$ cat src/verilog/nsw_pkg.sv
// nsw_pkg: constants, types and register layout of the nvm self write controller
// assumes one core clock domain; every input of the block except mem_rdata is driven by core-side logic
package nsw_pkg;

  // ---------------------------------------------------------------
  // register indices in the special function space
  // ---------------------------------------------------------------
  localparam logic [3:0] NSW_IDX_CTRL = 4'h0; // nvm_control
  localparam logic [3:0] NSW_IDX_KEY = 4'h1;  // nvm_unlock_key
  localparam logic [3:0] NSW_IDX_LATCH = 4'h2; // table_data_latch
  localparam logic [3:0] NSW_IDX_PTRU = 4'h3; // table_pointer_upper
  localparam logic [3:0] NSW_IDX_PTRH = 4'h4; // table_pointer_high
  localparam logic [3:0] NSW_IDX_PTRL = 4'h5; // table_pointer_low

  // ---------------------------------------------------------------
  // nvm_control field positions and codes
  // ---------------------------------------------------------------
  localparam int NSW_CTL_REG_HI = 7;
  localparam int NSW_CTL_REG_LO = 6;
  localparam int NSW_CTL_ERASE = 4;
  localparam int NSW_CTL_ERR = 3;
  localparam int NSW_CTL_WRITE_ENABLE = 2;
  localparam int NSW_CTL_GO = 1;
  localparam logic [1:0] NSW_REGION_EE = 2'h0;
  localparam logic [1:0] NSW_REGION_PFM = 2'h2;
  localparam logic [7:0] NSW_KEY_FIRST = 8'h55;
  localparam logic [7:0] NSW_KEY_SECOND = 8'hAA;

  // ---------------------------------------------------------------
  // address map of the 22-bit pointer space
  // ---------------------------------------------------------------
  localparam logic [21:0] NSW_PFM_LAST = 22'h01_FFFF;
  localparam logic [21:0] NSW_UID_FIRST = 22'h20_0000;
  localparam logic [21:0] NSW_UID_LAST = 22'h20_000F;
  localparam logic [21:0] NSW_CFG_FIRST = 22'h30_0000;
  localparam logic [21:0] NSW_CFG_LAST = 22'h30_000B;
  localparam logic [21:0] NSW_DID_FIRST = 22'h3F_FFFC;
  localparam logic [21:0] NSW_DID_LAST = 22'h3F_FFFF;

  // ---------------------------------------------------------------
  // holding block, row and reset values
  // ---------------------------------------------------------------
  localparam int NSW_HOLD_AW = 5;
  localparam int NSW_HOLD_DEPTH = 32;
  localparam logic [4:0] NSW_HOLD_LAST = 5'h1F;
  localparam logic [7:0] NSW_HOLD_RESET = 8'hFF;
  localparam logic [5:0] NSW_ROW_ZERO = 6'h00;
  localparam logic [7:0] NSW_BYTE_RESET = 8'h00;
  localparam logic [21:0] NSW_PTR_RESET = 22'h00_0000;

  // ---------------------------------------------------------------
  // timing: programming time and derived cycle count
  // ---------------------------------------------------------------
  localparam int NSW_PROG_TIME_US = 2000;
  localparam int NSW_CLK_MHZ = 50;
  localparam int NSW_PROG_CYCLES_DEF = NSW_PROG_TIME_US * NSW_CLK_MHZ;

  // ---------------------------------------------------------------
  // types
  // ---------------------------------------------------------------
  typedef enum logic [1:0] {
    NSW_PTR_KEEP = 2'h0,
    NSW_PTR_POSTINC = 2'h1,
    NSW_PTR_POSTDEC = 2'h2,
    NSW_PTR_PREINC = 2'h3
  } nsw_tbl_mode_t;

  typedef enum logic [4:0] {
    NSW_ST_IDLE = 5'h01,
    NSW_ST_RD = 5'h02,
    NSW_ST_STREAM = 5'h04,
    NSW_ST_TIMER = 5'h08,
    NSW_ST_SPARE = 5'h10
  } nsw_state_t;

  typedef struct packed {
    logic wr;
    logic rd;
    logic [3:0] idx;
    logic [7:0] wdata;
  } nsw_sfr_req_t;

  typedef struct packed {
    logic byte_we;
    logic [21:0] addr;
    logic [7:0] data;
    logic erase_start;
    logic ee_start;
  } nsw_pgm_t;

endpackage
$ cat src/verilog/nsw_ctrl.sv
// nsw_ctrl: nvm self write controller, table pointer, latch, unlock and timer
// assumes the core issues one register access or one table op per cycle
// Operation
// unlock register stores nothing, reads zero
// region field routes eeprom, flash, config space
// erase select turns flash go into erase
// program or erase only with write enable
// error set on go, cleared on success
// firmware only sets go; hardware clears it
// eeprom erase-write; flash write or erase
// done flag set on completion, firmware clears
// byte latch between memory and data
// three bytes form 22-bit pointer
// reads use 22 bits; updates only 21
// table write fills holding byte only
// flash write copies block at upper bits
// four pointer modes for table ops
// stall core during table read only
// address lsb picks word high byte
// core writes 55h, AAh, then go
// broken unlock timing cancels the operation
// stall core until timer ends operation
// software masks interrupts around unlock
// erase clears row by bits 21:6
// core sets region, enable, erase first
// protected target: no operation, error set
// reserved space reads zero, writes error
// programming time is a cycle parameter
`timescale 1ns/1ns
module nsw_ctrl
  import nsw_pkg::*;
#(
  parameter int unsigned PROG_CYCLES = NSW_PROG_CYCLES_DEF
) (
  input wire logic clk_sys,
  input wire logic rst_n,
  input wire nsw_sfr_req_t sfr,
  output logic [7:0] sfr_rdata,
  input wire logic tbl_rd_req,
  input wire logic tbl_wr_req,
  input wire nsw_tbl_mode_t tbl_mode,
  input wire logic seq_break,
  input wire logic done_clr,
  input wire logic [20:0] wp_limit,
  output logic mem_rd,
  output logic [20:0] mem_word_addr,
  input wire logic [15:0] mem_rdata,
  output nsw_pgm_t pgm,
  output logic done_flag,
  output logic cpu_stall
);

  typedef struct packed {
    nsw_state_t st;
    logic [21:0] ptr;
    logic [7:0] latch;
    logic [1:0] region;
    logic erase;
    logic err;
    logic write_enable;
    logic go;
    logic done;
    logic [1:0] key_step;
    logic [7:0] rdata;
    logic mem_rd;
    logic [20:0] mem_addr;
    logic rd_lsb;
    logic rd_ok;
    logic [4:0] idx;
    logic strm_vld;
    logic [21:0] strm_addr;
    logic [31:0] cnt;
    nsw_pgm_t pgm;
  } nsw_ctrl_t;

  nsw_ctrl_t c_reg;
  nsw_ctrl_t c_next;
  logic hold_we;
  logic [4:0] hold_waddr;
  logic hold_fill;
  logic [7:0] hold_rdata;
  logic [21:0] acc_addr;
  logic [21:0] ptr_after;
  logic target_ok;

  // -------------------------------------------------------------
  // helpers
  // -------------------------------------------------------------
  // pointer step touching only the low 21 bits
  function automatic logic [21:0] ptr_step(input logic [21:0] p, input logic dn);
    logic [20:0] low;
    low = dn ? (p[20:0] - 21'h1) : (p[20:0] + 21'h1);
    ptr_step = {p[21], low};
  endfunction

  // readable space: flash, user ids, config, ids
  function automatic logic readable(input logic [21:0] a);
    readable = (a <= NSW_PFM_LAST) || ((a >= NSW_UID_FIRST) && (a <= NSW_UID_LAST))
      || ((a >= NSW_CFG_FIRST) && (a <= NSW_CFG_LAST))
      || (a >= NSW_DID_FIRST);
  endfunction

  // access address and pointer after a table op
  always_comb begin
    acc_addr = (tbl_mode == NSW_PTR_PREINC) ? ptr_step(c_reg.ptr, 1'b0) : c_reg.ptr;
    case (tbl_mode)
      NSW_PTR_POSTINC: ptr_after = ptr_step(c_reg.ptr, 1'b0);
      NSW_PTR_POSTDEC: ptr_after = ptr_step(c_reg.ptr, 1'b1);
      NSW_PTR_PREINC: ptr_after = acc_addr;
      default: ptr_after = c_reg.ptr;
    endcase
  end

  // target check for a go request
  always_comb begin
    case (c_reg.region)
      NSW_REGION_EE: target_ok = 1'b1;
      NSW_REGION_PFM: target_ok = (c_reg.ptr <= NSW_PFM_LAST)
        && (c_reg.ptr[20:0] >= wp_limit);
      // region x1: only user id and config space are writable
      default: target_ok = ((c_reg.ptr >= NSW_UID_FIRST) && (c_reg.ptr <= NSW_UID_LAST))
        || ((c_reg.ptr >= NSW_CFG_FIRST) && (c_reg.ptr <= NSW_CFG_LAST));
    endcase
  end

  // -------------------------------------------------------------
  // next state
  // -------------------------------------------------------------
  always_comb begin
    c_next = c_reg;
    c_next.mem_rd = 1'b0;
    c_next.strm_vld = 1'b0;
    c_next.pgm.byte_we = 1'b0;
    c_next.pgm.erase_start = 1'b0;
    c_next.pgm.ee_start = 1'b0;
    hold_we = 1'b0;
    hold_waddr = acc_addr[4:0];
    hold_fill = 1'b0;

    // register read data, unlock and reserved bits read zero
    if (sfr.rd) begin
      case (sfr.idx)
        NSW_IDX_CTRL: c_next.rdata = {c_reg.region, 1'b0, c_reg.erase, c_reg.err,
          c_reg.write_enable, c_reg.go, 1'b0};
        NSW_IDX_LATCH: c_next.rdata = c_reg.latch;
        NSW_IDX_PTRU: c_next.rdata = {2'h0, c_reg.ptr[21:16]};
        NSW_IDX_PTRH: c_next.rdata = c_reg.ptr[15:8];
        NSW_IDX_PTRL: c_next.rdata = c_reg.ptr[7:0];
        default: c_next.rdata = NSW_BYTE_RESET;
      endcase
    end

    if (done_clr) begin
      c_next.done = 1'b0;
    end

    // streamed holding bytes leave one cycle after their read
    if (c_reg.strm_vld) begin
      c_next.pgm.byte_we = 1'b1;
      c_next.pgm.data = hold_rdata;
      c_next.pgm.addr = c_reg.strm_addr;
    end

    case (c_reg.st)
      NSW_ST_IDLE: begin
        if (sfr.wr) begin
          c_next.key_step = 2'h0;
          case (sfr.idx)
            NSW_IDX_KEY: begin
              if (sfr.wdata == NSW_KEY_FIRST) begin
                c_next.key_step = 2'h1;
              end else if ((sfr.wdata == NSW_KEY_SECOND) && (c_reg.key_step == 2'h1)) begin
                c_next.key_step = 2'h2;
              end
            end
            NSW_IDX_CTRL: begin
              c_next.region = sfr.wdata[NSW_CTL_REG_HI:NSW_CTL_REG_LO];
              c_next.erase = sfr.wdata[NSW_CTL_ERASE];
              c_next.write_enable = sfr.wdata[NSW_CTL_WRITE_ENABLE];
              c_next.err = c_reg.err & sfr.wdata[NSW_CTL_ERR];
              // go only starts after an unbroken unlock with writes enabled
              if (sfr.wdata[NSW_CTL_GO] && (c_reg.key_step == 2'h2) && c_reg.write_enable
                  && !seq_break) begin
                c_next.err = 1'b1;
                if (target_ok) begin
                  c_next.go = 1'b1;
                  c_next.cnt = 32'h0000_0000;
                  if (c_reg.region == NSW_REGION_EE) begin
                    c_next.pgm.ee_start = 1'b1;
                    c_next.st = NSW_ST_TIMER;
                  end else if ((c_reg.region == NSW_REGION_PFM) && c_reg.erase) begin
                    c_next.pgm.erase_start = 1'b1;
                    c_next.pgm.addr = {c_reg.ptr[21:6], NSW_ROW_ZERO};
                    c_next.st = NSW_ST_TIMER;
                  end else begin
                    c_next.idx = 5'h00;
                    c_next.st = NSW_ST_STREAM;
                  end
                end
              end
            end
            NSW_IDX_LATCH: c_next.latch = sfr.wdata;
            NSW_IDX_PTRU: c_next.ptr[21:16] = sfr.wdata[5:0];
            NSW_IDX_PTRH: c_next.ptr[15:8] = sfr.wdata;
            NSW_IDX_PTRL: c_next.ptr[7:0] = sfr.wdata;
            default: c_next.key_step = 2'h0;
          endcase
        end else if (tbl_rd_req) begin
          c_next.mem_rd = 1'b1;
          c_next.mem_addr = acc_addr[21:1];
          c_next.rd_lsb = acc_addr[0];
          c_next.rd_ok = readable(acc_addr);
          c_next.ptr = ptr_after;
          c_next.key_step = 2'h0;
          c_next.st = NSW_ST_RD;
        end else if (tbl_wr_req) begin
          hold_we = 1'b1;
          c_next.ptr = ptr_after;
          c_next.key_step = 2'h0;
        end
        if (seq_break) begin
          c_next.key_step = 2'h0;
        end
      end
      NSW_ST_RD: begin
        // byte of the word into the latch, zero outside mapped space
        if (!c_reg.rd_ok) begin
          c_next.latch = NSW_BYTE_RESET;
        end else if (c_reg.rd_lsb) begin
          c_next.latch = mem_rdata[15:8];
        end else begin
          c_next.latch = mem_rdata[7:0];
        end
        c_next.st = NSW_ST_IDLE;
      end
      NSW_ST_STREAM: begin
        c_next.strm_vld = 1'b1;
        c_next.strm_addr = {c_reg.ptr[21:NSW_HOLD_AW], c_reg.idx};
        c_next.idx = c_reg.idx + 5'h01;
        if (c_reg.idx == NSW_HOLD_LAST) begin
          c_next.st = NSW_ST_TIMER;
        end
      end
      NSW_ST_TIMER: begin
        // last streamed byte already read, holding block returns to erased
        hold_fill = c_reg.strm_vld;
        c_next.cnt = c_reg.cnt + 32'h0000_0001;
        if (c_reg.cnt >= (PROG_CYCLES - 32'h0000_0001)) begin
          c_next.go = 1'b0;
          c_next.err = 1'b0;
          c_next.done = 1'b1;
          c_next.st = NSW_ST_IDLE;
        end
      end
      default: c_next.st = NSW_ST_IDLE;
    endcase
  end

  // -------------------------------------------------------------
  // registers; write enable and go clear at power-up
  // -------------------------------------------------------------
  always_ff @(posedge clk_sys or negedge rst_n) begin
    if (!rst_n) begin
      c_reg <= '0;
      c_reg.st <= NSW_ST_IDLE;
      c_reg.ptr <= NSW_PTR_RESET;
    end else begin
      c_reg <= c_next;
    end
  end

  // holding registers
  nsw_hold_mem u_hold (
    .clk_sys(clk_sys),
    .rst_n(rst_n),
    .we(hold_we),
    .waddr(hold_waddr),
    .wdata(c_reg.latch),
    .raddr(c_reg.idx),
    .fill(hold_fill),
    .rdata(hold_rdata)
  );

  // outputs
  assign sfr_rdata = c_reg.rdata;
  assign mem_rd = c_reg.mem_rd;
  assign mem_word_addr = c_reg.mem_addr;
  assign pgm = c_reg.pgm;
  assign done_flag = c_reg.done;
  assign cpu_stall = (c_reg.st != NSW_ST_IDLE);
endmodule

$ cat src/verilog/nsw_hold_mem.sv
// nsw_hold_mem: holding register block between table writes and a flash write
// assumes one write and one read per cycle; fill sets every byte back to erased
`timescale 1ns/1ns
module nsw_hold_mem
  import nsw_pkg::*;
(
  input wire logic clk_sys,
  input wire logic rst_n,
  input wire logic we,
  input wire logic [4:0] waddr,
  input wire logic [7:0] wdata,
  input wire logic [4:0] raddr,
  input wire logic fill,
  output logic [7:0] rdata
);

  typedef struct packed {
    logic [NSW_HOLD_DEPTH-1:0][7:0] ent;
    logic [7:0] rdata;
  } nsw_hold_t;

  nsw_hold_t hold_reg;
  nsw_hold_t hold_next;

  // -------------------------------------------------------------
  // next state: registered read, fill, byte write
  // -------------------------------------------------------------
  always_comb begin
    hold_next = hold_reg;
    hold_next.rdata = hold_reg.ent[raddr];
    for (int i = 0; i < NSW_HOLD_DEPTH; i++) begin
      if (fill) begin
        hold_next.ent[i] = NSW_HOLD_RESET;
      end else if (we && (waddr == i[4:0])) begin
        hold_next.ent[i] = wdata;
      end
    end
  end

  // registers, erased value after reset
  always_ff @(posedge clk_sys or negedge rst_n) begin
    if (!rst_n) begin
      hold_reg <= {(NSW_HOLD_DEPTH + 1){NSW_HOLD_RESET}};
    end else begin
      hold_reg <= hold_next;
    end
  end

  assign rdata = hold_reg.rdata;

endmodule

$ cat config.mk
export PLATFORM = sky130hd
export DESIGN_NAME = nsw_ctrl
export DESIGN_NICKNAME = d
export VERILOG_FILES = /design/src/verilog/nsw_pkg.sv /design/src/verilog/nsw_ctrl.sv /design/src/verilog/nsw_hold_mem.sv
export SDC_FILE = /design/constraint.sdc
export NUM_CORES = 1
export LEC_CHECK = 0
export BUFFER_PORTS_ARGS = -buffer_cell sky130_fd_sc_hd__buf_2
export CELL_PAD_IN_SITES_DETAIL_PLACEMENT = 0
export CELL_PAD_IN_SITES_GLOBAL_PLACEMENT = 1
export CORE_MARGIN = 2
export CORE_UTILIZATION = 35
export CTS_BUF_LIST = sky130_fd_sc_hd__clkbuf_2 sky130_fd_sc_hd__clkbuf_4 sky130_fd_sc_hd__clkbuf_8
export CTS_CLUSTER_SIZE = 25
export DETAILED_ROUTE_END_ITERATION = 7
export PLACE_DENSITY_LB_ADDON = 0.05
export SLEW_MARGIN = 5
export SYNTH_ARGS = -nofsm -noshare
export SYNTH_HDL_FRONTEND = slang
export SYNTH_SLANG_ARGS = --single-unit
$ cat constraint.sdc
create_clock -name clk_sys -period 3.6 [get_ports clk_sys]
set_input_delay 0 -clock clk_sys [delete_from_list [all_inputs] [get_ports clk_sys]]
set_output_delay 0 -clock clk_sys [all_outputs]
set_load 0.05 [all_outputs]
==> impl_summary.log <==
[metrics] critical path endpoint category: flop
[metrics] proportion of register bits with asynchronous set or reset after synthesis: 100%
[metrics] worst IR drop on VDD: ~330 uV
[metrics] Clock Pin Slew Worst Setup and Hold Paths: 60 ps
[metrics] arrival time of data at the critical path endpoint: around 4000 ps
[metrics] cell-internal power: ~12 mW
[metrics] count of clock tree sinks: 432
[metrics] post-placement cell count: 3101
[metrics] post-synthesis sequential area ratio: 48.1%
[metrics] setup violation total in the final timing report: 0
[metrics] reg-to-reg endpoint: pgm[21]
[metrics] drt drc: 0
[metrics] wire length of the first global-routing pass: roughly 120 mm
[metrics] final hold violation count: 0
[metrics] Hold Path Sink: u_hold.hold_reg[95]
[metrics] Max clock buf depth: 3
[metrics] worst path bufs/invs: 1
[metrics] Root Buffer: sky130_fd_sc_hd__clkbuf_8
[metrics] launching instance or port of the critical path: c_reg[162]
[metrics] remaining antenna violation count: 0
[metrics] floorplan die area: approximately 68000 um2
[metrics] part of the total power dissipated in sequential elements: between 40% and 50%
[metrics] switching share of power: between 30% and 40%
[metrics] number of buffers inserted during clock tree synthesis: slightly above 80
[metrics] number of synthesized flops with an enable pin: 0
[metrics] Lkg Pwr: 11.3 nW
[metrics] actual slew at the worst max-slew pin: between 1000 and 1500 ps
[metrics] number of cells on the worst reg-to-reg path: 8
[metrics] Max H-tree Level: 3
[metrics] remaining global-route overflow: 0
[metrics] fin crit share: between 90 and 100%
[metrics] Max-Cap Viols: 0
[metrics] number of standard-cell rows in the floorplan: 94
[metrics] top fanout value on the critical path: 34
[metrics] total of flip-flops plus latches after synthesis: between 400 and 500
[metrics] largest net degree at the start of global routing: 104
[metrics] Peak Freq: 0.290 GHz
[metrics] overall fraction of global-route tracks in use: 22.7%
[metrics] net switching component of the power: 7.48 mW
[metrics] portion of synthesized cell area occupied by the leading cell type: 30.0%
[metrics] worst hold path class: primary input to flop
[metrics] Area after DPL: 24600 um2
[metrics] library cell with the highest instance count after synthesis: sky130_fd_sc_hd__nand2_1
[metrics] slew margin rel.: a little under a quarter
[metrics] antenna violations before repair: 2
[metrics] result of the run: complete, no violations
[metrics] type of element launching the critical path: flop
[metrics] HPWL after detailed placement: around 50 mm
[metrics] core area: ~66000 um2
[metrics] vias in the first global route: ~18000
[metrics] Top Family by Delay on Critical Path: compound AO/OA/AOI/OAI gates
[metrics] final number of max-transition violations: 0
[metrics] P&R area growth vs syn: 16.0%
[metrics] number of instances in the synthesized netlist: 2266
[metrics] final weighted congestion in routability-driven placement: approximately 0.84
[metrics] power density over the cells: roughly 730 nW/um2
[metrics] maximum clock skew at final layout: between 30 and 40 ps
[metrics] first-pass iteration count of the detailed router: 5
[metrics] die outline width: ~260 um
[metrics] final critical-path required period: around 3400 ps
[metrics] layout cell share with drive strength beyond 1: roughly 32%
[metrics] instance count along the most critical hold path: 5
[metrics] start point of the worst min-delay path: tbl_wr_req
[metrics] critical path class: flop to flop
[metrics] TritonCTS clock tree: done
[metrics] final WL: between 70 and 80 mm
[metrics] RSZ-0062 raised after global routing: false
[metrics] post-synthesis net count: between 2000 and 2500
[metrics] max FFs per register: approximately 260
[metrics] share of the core filled with cells: between 40% and 50%
[metrics] cell type with the highest aggregate area in the netlist: sky130_fd_sc_hd__dfstp_2
[metrics] stages on the worst setup path: 8
[metrics] count of cell types in the netlist: 70
[metrics] Finished Cell Area: about 27000 um2
[metrics] number of vias after detailed routing: 17800
[metrics] count of placed standard cells in the final layout, fillers left out: approximately 3300
[metrics] fin nets: 2457
[metrics] Clk Latency, worst-skew pair: about 680 ps
[metrics] starting DRC count in detailed routing: between 1000 and 1500
[metrics] Comb pwr share: 32.9%
[metrics] slack of the worst reg-to-reg path: between 150 and 200 ps
[metrics] WP data required: 4110 ps
[metrics] most frequent cells after synthesis: sky130_fd_sc_hd__nand2_1 (399), sky130_fd_sc_hd__nand3_1 (296), sky130_fd_sc_hd__dfstp_2 (265)
[metrics] synthesized area per cell: between 10 and 15 um2
[metrics] Synthesis Warnings: 0
[metrics] largest stage delay on the critical path: between 900 and 1000 ps
[metrics] count of buffers inserted at the top-level ports: around 120
[metrics] cells along the critical path: ha_1, a211oi_1, a2111oi_0, o211ai_1, a211oi_4, and3_1, buf_4, o21ai_0
[metrics] area of the mapped netlist: ~23000 um2
[metrics] Setup Total Neg Slack: 0 ps
[metrics] Die Height: 261 um
[metrics] effective utilization at floorplan: between 30% and 40%
[metrics] R2R Path Start: c_reg[162]
[metrics] critical-path cell with the highest stage delay: sky130_fd_sc_hd__a2111oi_0
[metrics] Synth Flop Type: sky130_fd_sc_hd__dfstp_2
[metrics] top-level I/O count: between 100 and 150
[metrics] share of total power in the clock network: between 20% and 30%
[metrics] biggest area contributors in the synthesized netlist: sky130_fd_sc_hd__dfstp_2 (30%), sky130_fd_sc_hd__dfrtp_1 (18%), sky130_fd_sc_hd__mux4_2 (7.8%), sky130_fd_sc_hd__mux2i_1 (7.0%), sky130_fd_sc_hd__nand2_1 (6.5%)
[metrics] Via-to-Cell Ratio: ~5.4
[metrics] average routed wire per standard cell: 23.2 um
[worst reg2reg max path, cell delays in order (launching register included)]
cell and delay [ps]:
sky130_fd_sc_hd__dfrtp_1 660, sky130_fd_sc_hd__ha_1 300, sky130_fd_sc_hd__a211oi_1 70, sky130_fd_sc_hd__a2111oi_0 940, sky130_fd_sc_hd__o211ai_1 250, sky130_fd_sc_hd__a211oi_4 320, sky130_fd_sc_hd__and3_1 210, sky130_fd_sc_hd__buf_4 340
sky130_fd_sc_hd__o21ai_0 200
[power groups by stage]
stage	sequential (mW)	clock, mW	combinational (mW)
floorplan	7.50	0	4.47
global placement	8.00	0	6.36
detailed placement	8.03	0	6.41
CTS	7.97	5.35	6.52
global route	8.14	5.58	7.04
finish	7.97	5.17	6.45
[cell families after synthesis]
group	synth area share (%)
AOI/OAI and AO/OA	6.47
buffers and inverters	5.79
DFF	48.1
muxes	16.7
adders and majority gates	1.51
xor gates and xnor gates	2.61
and+or+nand+nor	18.9
[metrics by stage]
| step | power, mW | worst slack (ps) | hold slack (ps) |
|---|---|---|---|
| 3_3_place_gp | 14.4 | 228 | 83.8 |
| 2_1_floorplan | 12.0 | 1070 | -296 |
| 4_1_cts | 19.8 | 191 | 17.4 |
| 5_1_grt | 20.8 | 10.4 | 100 |
| 6_report | 19.6 | 153 | 72.2 |
| 3_5_place_dp | 14.4 | 191 | 83.0 |
[worst max-delay path by stage]
stage	to	slack [ps]
after floorplan	c_reg[93]	1070
after global placement	c_reg[47]	230
after detailed placement	pgm[21]	190
after CTS	pgm[21]	190
after global routing	c_reg[35]	10
final	pgm[21]	150
[layer usage]
metal,wire length [um],GRT usage [%],up-vias
met3,2740,3.28,115
met2,37600,38.0,373
met5,0,0,-
li1,-,-,8210
met4,2130,7.26,0
met1,34000,30.3,9074
[final cells by class]
cell class | count | area (um2)
Antenna cell | 1 | 2.50
Tap cell | 864 | 1080
Clock inverter | 10 | 83.8
Clock buffer | 137 | 1680
Sequential cell | 432 | 11100
Multi-Input combinational cell | 1548 | 10800
Inverter | 41 | 154
Timing Repair Buffer | 264 | 1980
Fill cell | 6501 | 38700
[cell usage in the layout, fill, tap and decap left out, types with 7 or more instances in the layout]
cell type and n:
sky130_fd_sc_hd__dlygate4sd3_1 47, sky130_fd_sc_hd__nand2_1 398, sky130_fd_sc_hd__clkbuf_8 104, sky130_fd_sc_hd__ha_1 28, sky130_fd_sc_hd__mux2i_1 160, sky130_fd_sc_hd__nor3_1 20, sky130_fd_sc_hd__a31oi_1 9, sky130_fd_sc_hd__nand4_1 31
sky130_fd_sc_hd__and3_1 14, sky130_fd_sc_hd__clkbuf_4 33, sky130_fd_sc_hd__buf_4 80, sky130_fd_sc_hd__mux4_2 80, sky130_fd_sc_hd__xor2_1 41, sky130_fd_sc_hd__nor2_1 92, sky130_fd_sc_hd__dfrtp_1 164, sky130_fd_sc_hd__nor2_2 9
sky130_fd_sc_hd__buf_12 13, sky130_fd_sc_hd__o21ai_0 79, sky130_fd_sc_hd__buf_2 122, sky130_fd_sc_hd__dfstp_2 265, sky130_fd_sc_hd__inv_1 38, sky130_fd_sc_hd__o21ai_1 8, sky130_fd_sc_hd__a211oi_1 7, sky130_fd_sc_hd__xnor2_1 28
sky130_fd_sc_hd__nand2b_1 7, sky130_fd_sc_hd__nand3_1 296, sky130_fd_sc_hd__nor4_1 16, sky130_fd_sc_hd__a21oi_1 30, sky130_fd_sc_hd__a221oi_1 18, sky130_fd_sc_hd__o31ai_1 24, sky130_fd_sc_hd__mux2_2 40
[timing repair]
item                      4_1_cts  5_1_grt
hold endpoints to repair      222        0
setup buffers                   0        0
hold buffers                   48        0
gates resized for setup         0        0
(Power assumes the default switching activity.)
